===== src/include/mcsd_params.svh =====
// mcsd_params.svh: constants of the main clock select and divider
// assumes a single 40 MHz ref_clk domain for all control logic
`ifndef MCSD_PARAMS_SVH
`define MCSD_PARAMS_SVH

`define MCSD_CLK_PERIOD_NS     25
`define MCSD_MAIN_OSC_KHZ      8192
`define MCSD_SRC_RESET         1'b0
`define MCSD_DIV_RESET         1'b0
`define MCSD_SECTIONS          2
`define MCSD_CONVERTERS        3
`define MCSD_DIAG_DIV          4

`endif


===== src/include/mcsd_pkg.sv =====
// mcsd_pkg: types of the main clock select and divider
// assumes the constants header is included by the users
package mcsd_pkg;

	typedef enum logic {
		MCSD_SRC_INTERNAL,
		MCSD_SRC_EXTERNAL
	} mcsd_src_t;

endpackage : mcsd_pkg


===== src/include/mcsd_div_if.sv =====
// mcsd_div_if: enable and tick between top and divider
// assumes both ends on ref_clk
`timescale 1ns/1ps

interface mcsd_div_if;
	logic tick_in;
	logic phase;
	logic tick_out;

	modport ctl (output tick_in, input phase, input tick_out);
	modport div (input tick_in, output phase, output tick_out);
endinterface : mcsd_div_if


===== src/rtl/mcsd_div2.sv =====
// mcsd_div2: divide-by-two toggle stage on enable pulses
// assumes tick_in is a one-cycle enable on ref_clk
`timescale 1ns/1ps
`include "mcsd_params.svh"

module mcsd_div2 (
	input  wire logic ref_clk,
	input  wire logic rst,
	mcsd_div_if.div   dif
);
	import mcsd_pkg::*;

	logic phase_q;

	// toggle on each main tick gives 50% duty at half rate
	always_ff @(posedge ref_clk) begin
		if (rst)
			phase_q <= `MCSD_DIV_RESET;
		else if (dif.tick_in)
			phase_q <= ~phase_q;
	end

	assign dif.phase    = phase_q;
	assign dif.tick_out = dif.tick_in & phase_q;
endmodule : mcsd_div2


===== src/rtl/mcsd_top.sv =====
// mcsd_top: main clock source select and modulator clock generation
// assumes oscillator edges arrive as pins, sampled here at 40 MHz
`timescale 1ns/1ps
`include "mcsd_params.svh"

// Functional notes
// - main clock from oscillator or external pin
// - reset selects internal main oscillator
// - modulator clock is main clock halved
// - all converters share one modulator clock
// - both sections use same main clock
// - separate diagnostic oscillator clocks monitors
module mcsd_top #(
	parameter int SECTIONS   = `MCSD_SECTIONS,
	parameter int CONVERTERS = `MCSD_CONVERTERS
) (
	input  wire logic                   ref_clk,
	input  wire logic                   rst,
	input  wire logic                   src_sel,
	input  wire logic                   main_oscillator,
	input  wire logic                   ext_clk,
	input  wire logic                   diagnostic_oscillator,
	output mcsd_pkg::mcsd_src_t         src_active,
	output logic                        main_tick,
	output logic [SECTIONS-1:0]         section_tick,
	output logic [CONVERTERS-1:0]       modulator_frequency,
	output logic                        modulator_tick,
	output logic                        diag_tick,
	output logic                        switch_busy
);
	import mcsd_pkg::*;

	logic [1:0] osc_s_q;
	logic [1:0] ext_s_q;
	logic [1:0] dgo_s_q;
	logic       osc_d_q;
	logic       ext_d_q;
	logic       dgo_d_q;
	mcsd_src_t  src_q;
	logic       busy_q;
	logic       tick_q;
	logic       dtick_q;

	// two-flop synchronisers; only stage two feeds edge detection
	always_ff @(posedge ref_clk) begin
		osc_s_q <= {osc_s_q[0], main_oscillator};
		ext_s_q <= {ext_s_q[0], ext_clk};
		dgo_s_q <= {dgo_s_q[0], diagnostic_oscillator};
		osc_d_q <= osc_s_q[1];
		ext_d_q <= ext_s_q[1];
		dgo_d_q <= dgo_s_q[1];
	end

	wire osc_rise = osc_s_q[1] & ~osc_d_q;
	wire ext_rise = ext_s_q[1] & ~ext_d_q;
	wire dgo_rise = dgo_s_q[1] & ~dgo_d_q;
	wire want_ext = src_sel;
	wire cur_ext  = (src_q == MCSD_SRC_EXTERNAL);
	wire change   = (want_ext != cur_ext);
	// switch only on an edge of the incoming source, so the new clock
	// must be running by then; the host gates converters meanwhile
	wire new_edge = want_ext ? ext_rise : osc_rise;
	wire sel_rise = cur_ext ? ext_rise : osc_rise;

	always_ff @(posedge ref_clk) begin
		if (rst) begin
			src_q  <= MCSD_SRC_INTERNAL;
			busy_q <= 1'h0;
		end else begin
			busy_q <= change & ~new_edge;
			if (change && new_edge)
				src_q <= want_ext ? MCSD_SRC_EXTERNAL
				                  : MCSD_SRC_INTERNAL;
		end
	end

	// no ticks during a pending switch avoids a runt modulator edge
	always_ff @(posedge ref_clk) begin
		if (rst) begin
			tick_q  <= 1'h0;
			dtick_q <= 1'h0;
		end else begin
			tick_q  <= sel_rise & ~change;
			dtick_q <= dgo_rise;
		end
	end

	mcsd_div_if dif ();
	assign dif.tick_in = tick_q;

	mcsd_div2 u_div (
		.ref_clk (ref_clk),
		.rst     (rst),
		.dif     (dif)
	);

	assign src_active          = src_q;
	assign main_tick           = tick_q;
	genvar sec_i;
	genvar conv_i;
	// one copy per section keeps both on the same main tick
	for (sec_i = 0; sec_i < SECTIONS; sec_i = sec_i + 1) begin : g_section
		assign section_tick[sec_i] = tick_q;
	end
	// converters get no private clock, only this shared phase
	for (conv_i = 0; conv_i < CONVERTERS; conv_i = conv_i + 1) begin : g_conv
		assign modulator_frequency[conv_i] = dif.phase;
	end
	assign modulator_tick      = dif.tick_out;
	assign diag_tick           = dtick_q;
	assign switch_busy         = busy_q;
endmodule : mcsd_top


===== config.mk =====
export PLATFORM = sky130hd
export DESIGN_NAME = mcsd_top
export DESIGN_NICKNAME = d
export VERILOG_FILES = /design/src/include/mcsd_pkg.sv /design/src/include/mcsd_div_if.sv /design/src/rtl/mcsd_div2.sv /design/src/rtl/mcsd_top.sv
export VERILOG_INCLUDE_DIRS = /design/src /design/src/include
export SDC_FILE = /design/constraint.sdc
export NUM_CORES = 1
export LEC_CHECK = 0
export BUFFER_PORTS_ARGS = -buffer_cell sky130_fd_sc_hd__clkbuf_2
export CELL_PAD_IN_SITES_DETAIL_PLACEMENT = 1
export CELL_PAD_IN_SITES_GLOBAL_PLACEMENT = 1
export CORE_AREA = 2 2 41 43
export CTS_CLUSTER_SIZE = 8
export DETAILED_ROUTE_END_ITERATION = 8
export DIE_AREA = 0 0 43 45
export GPL_ROUTABILITY_DRIVEN = 0
export PLACE_DENSITY_LB_ADDON = 0.3
export SLEW_MARGIN = 20
export SYNTH_ARGS = -nofsm -noshare
export SYNTH_HDL_FRONTEND = slang
export SYNTH_SLANG_ARGS = --single-unit

===== constraint.sdc =====
create_clock -name ref_clk -period 1.03 [get_ports ref_clk]
set_input_delay 0.309 -clock ref_clk [delete_from_list [all_inputs] [get_ports ref_clk]]
set_output_delay 0.309 -clock ref_clk [all_outputs]
set_load 0.02 [all_outputs]

==> results.rst <==
.. list-table::
   :header-rows: 1

   * - Metric
     - Value
   * - H-tree depth reported by CTS
     - 1
   * - Max-cap violation count
     - 0
   * - Final critical path time including I/O delays and setup
     - 1.190 ns
   * - Status
     - finished with violations
   * - Share of Yosys cell area claimed by the top area cell type
     - 66.87%
   * - Number of distinct library cells after synthesis
     - 15
   * - Final Max Slew Viols
     - 0
   * - Failing checks
     - setup timing
   * - Final critical-path share of the clock period
     - 115.6%
   * - Compound-gate portion of the synthesized area
     - 3.881%
   * - Type of the tightest min-delay check
     - in2reg
   * - Setup repair after global routing missed its margin
     - yes
   * - Post-Syn Area
     - 419.2 sq um
   * - Clock root buffer
     - sky130_fd_sc_hd__clkbuf_4
   * - Cells taking the most area after synthesis
     - sky130_fd_sc_hd__dfxtp_1, sky130_fd_sc_hd__buf_4, sky130_fd_sc_hd__nand2b_4
   * - Clock tree from TritonCTS
     - done
   * - Post-Place Cell Area
     - ~490 sq um
   * - Total overflow reported by the global router
     - 0
   * - Remaining antenna violation count
     - 0
   * - Startpoint class of the critical path
     - flop
   * - Buffers on Ports
     - 15
   * - Post-synthesis average cell area
     - 12.33 sq um
   * - CP endpoint kind
     - primary output
   * - Max Root-Sink Buffers
     - 2
   * - Endpoint of the worst hold path
     - osc_s_q[0]$_DFF_P_
   * - Synthesized-area fraction occupied by and/or/nand/nor cells
     - a little under a fifth
   * - Endpoint required time on the critical path
     - 0.72 ns
   * - Commonest cells in the netlist
     - sky130_fd_sc_hd__dfxtp_1, sky130_fd_sc_hd__buf_4, sky130_fd_sc_hd__nor2_1
   * - Combinational family with the most area after synthesis
     - simple AND/OR/NAND/NOR gates
   * - Total number of placement rows
     - 14
   * - Area growth from synthesis to final layout
     - 54.33%
   * - Worst-case headroom to the max-slew limit
     - between 80% and 90%
   * - Capture point of the worst reg-to-reg path
     - main_tick$_SDFF_PP0_
   * - Post-route cell area
     - 646.9 sq um
   * - Number of antenna violations at the first check in global routing
     - 0
   * - Final number of hold-violating endpoints
     - 0
   * - Most area-hungry cell type in the Yosys netlist
     - sky130_fd_sc_hd__dfxtp_1
   * - Xor and xnor fraction of the mapped netlist area
     - 2.090%
   * - Total wirelength of the detailed-routed design
     - about 690 um
   * - Share of final-layout standard cells stronger than drive strength 1
     - ~60%
   * - Cell count after synthesis
     - 34
   * - EDFF count, synth
     - 0
   * - Hold path startpoint
     - main_oscillator
   * - Synthesized flop and latch total
     - 14
   * - Clock skew after layout
     - 0.002844 ns
   * - Final setup fails
     - 8
   * - Post-layout net count
     - 59
   * - Endpoint arrival time on the critical path
     - 0.88 ns
   * - Fraction of the mapped netlist area in adder cells
     - 0%
   * - Post-synth top flop
     - sky130_fd_sc_hd__dfxtp_1
   * - Maximum number of pins on one net before global-route repair
     - 9
   * - Die Y-Extent
     - 45 um
   * - Die outline area
     - 1935 sq um
   * - Initial Util
     - 28.49%
   * - Core Region
     - approximately 1500 sq um
   * - Diodes inserted
     - 0
   * - Slowest stage cell on the critical path
     - sky130_fd_sc_hd__dfxtp_2
   * - Source-to-sink clock delay at the later pin of the worst-skew pair
     - approximately 0.27 ns
   * - Worst Setup Path Type
     - reg2out
   * - Portion of the post-synthesis area used by sequential elements
     - 66.87%
   * - Achievable frequency
     - 0.8400 GHz
   * - Worst Path Max Fanout
     - 3
   * - Worst-Margin Slew
     - 0.1889 ns
   * - Boundary pin count
     - 16
   * - Power per Cell Area
     - around 1700 nW/um^2
   * - Number of cell instances on the worst register-to-register path
     - 3
   * - Via count of the first global-routing pass
     - 263
   * - WHS Path Cells
     - 1
   * - GRT Total Usage
     - under 10%
   * - Vias after detailed routing
     - 297
   * - Reg-to-reg startpoint
     - osc_d_q$_DFF_P_
   * - Vias/cell
     - 4.368
   * - Slack of the worst reg-to-reg path
     - 0.02 ns
   * - Floorplan die width
     - 43 um
   * - Leakage power figure
     - 0.2879 nW
   * - Remaining routing DRC violations
     - 0
   * - Yosys warning count
     - 0
   * - Critical path cell sequence
     - and2_4 -> buf_8
   * - Filler Cell Count
     - ~160
   * - Multiplexer area fraction after synthesis
     - 0%
   * - Violation count after the first detailed-routing iteration
     - 4
   * - Sum of negative setup slack
     - -1.084 ns
   * - Asr flop ratio synth
     - 0%
   * - Number of clock sinks
     - 14
   * - Net Count, Synth
     - 40
   * - Power after layout
     - 1.069 mW
   * - CTS Buf Count
     - 3
   * - Most frequently used cell type in the post-synthesis netlist
     - sky130_fd_sc_hd__dfxtp_1
   * - Clock-pin slew of the registers on the worst-case setup and hold paths
     - about 0.080 ns
   * - Worst path setup slack after routing
     - -0.1605 ns
   * - Number of buffers added to fix hold violations after cts
     - 0
   * - Worst VDD drop
     - approximately 1.3 mV
   * - Number of iterations in the first detailed-routing pass
     - 2
   * - First-pass GRT wire length
     - 1041 um
   * - Max stage delay on crit path
     - 0.33 ns
   * - Drt wl/cell
     - 10.12 um
-- power breakdown --
group | switching [mW] | total, mW | internal, mW
logic | 0.0454 | 0.109 | 0.0631
clock network | 0.163 | 0.377 | 0.215
registers | 0.0138 | 0.583 | 0.569
-- cell type report --
cell class / count / area (sq um) / area share (%)
multi-input combinational: 15 / 103.9 / 16.05
sequential: 14 / 289.0 / 44.68
tap: 16 / 20.02 / 3.095
clock buffer: 4 / 36.28 / 5.609
timing repair buffer: 19 / 197.7 / 30.56
-- sequential cells by signal, summed over array words and instances (netlist names) --
name             cells
dgo_d_q              1
dgo_s_q              2
diag_tick            1
ext_d_q              1
ext_s_q              2
main_tick            1
osc_d_q              1
osc_s_q              2
src_active           1
switch_busy          1
u_div.dif.phase      1
-- routing by layer --
metal | GRT usage [%] | part of all wire, % | vias to the layer above
li1 | - | - | 143
met1 | 6.436 | 39 | 134
met2 | 13.64 | 46 | 18
met3 | 6.400 | 13 | 2
met4 | 3.636 | 0.87 | 0
met5 | 0 | 0 | -
-- timing repair --
item | 4_1_cts | 5_1_grt
pin swaps | 1 | 0
setup endpoints to repair | 10 | 11
resized for setup | 20 | 17
setup buffers | 3 | 0
-- how the worst max path moves through the flow --
stage                                       startpoint                      to  slack (ns)  depth (start not counted)
after floorplan                src_active$_SDFFE_PP0P_    main_tick$_SDFF_PP0_        0.05                          2
final                             main_tick$_SDFF_PP0_          modulator_tick       -0.16                          2
after global placement                         src_sel    main_tick$_SDFF_PP0_        0.05                          3
after detailed placement                       src_sel    main_tick$_SDFF_PP0_        0.05                          3
after CTS                 u_div.dif.phase$_SDFFE_PP0P_  modulator_frequency[0]       -0.18                          2
after global routing      u_div.dif.phase$_SDFFE_PP0P_          modulator_tick       -0.21                          2
-- cell families (layout without fill, tap and decap cells) --
logic type	count (synthesis)	after routing
flops	14	14
simple gates	12	12
xor+xnor	1	1
buf+inv	5	23
compound gates	2	2
-- cell usage in the layout, fill, tap and decap left out, drive strengths merged --
| cell type | synthesis | routed |
|---|---|---|
| nand2 | 1 | 1 |
| and3b | 1 | 1 |
| nor2 | 3 | 3 |
| xnor2 | 1 | 1 |
| clkbuf | 0 | 9 |
| a211oi | 1 | 1 |
| nand3b | 1 | 1 |
| and2 | 1 | 1 |
| nor3 | 1 | 1 |
| nor3b | 1 | 1 |
| nand2b | 2 | 2 |
| dfxtp | 14 | 14 |
| a21oi | 1 | 1 |
| or3 | 1 | 1 |
| buf | 5 | 14 |
-- worst max-delay path, delay by kind of cell, from the launching register on --
family | cells | cell delay, ns
flops | 1 | 0.33
simple gates | 1 | 0.15
buf+inv | 1 | 0.12
-- metrics by stage --
stage	hold WS (ns)	std cells	setup slack [ns]	util (%)
after floorplan	0.3096	34	0.05325	-
after global placement	0.3110	61	0.05058	33.08
after detailed placement	0.3150	61	0.04589	33.08
after CTS	0.1196	68	-0.1830	41.84
after global routing	0.1133	68	-0.2062	43.96
final	0.1296	68	-0.1605	43.96
Note: power is estimated with default switching activity, not from simulation.
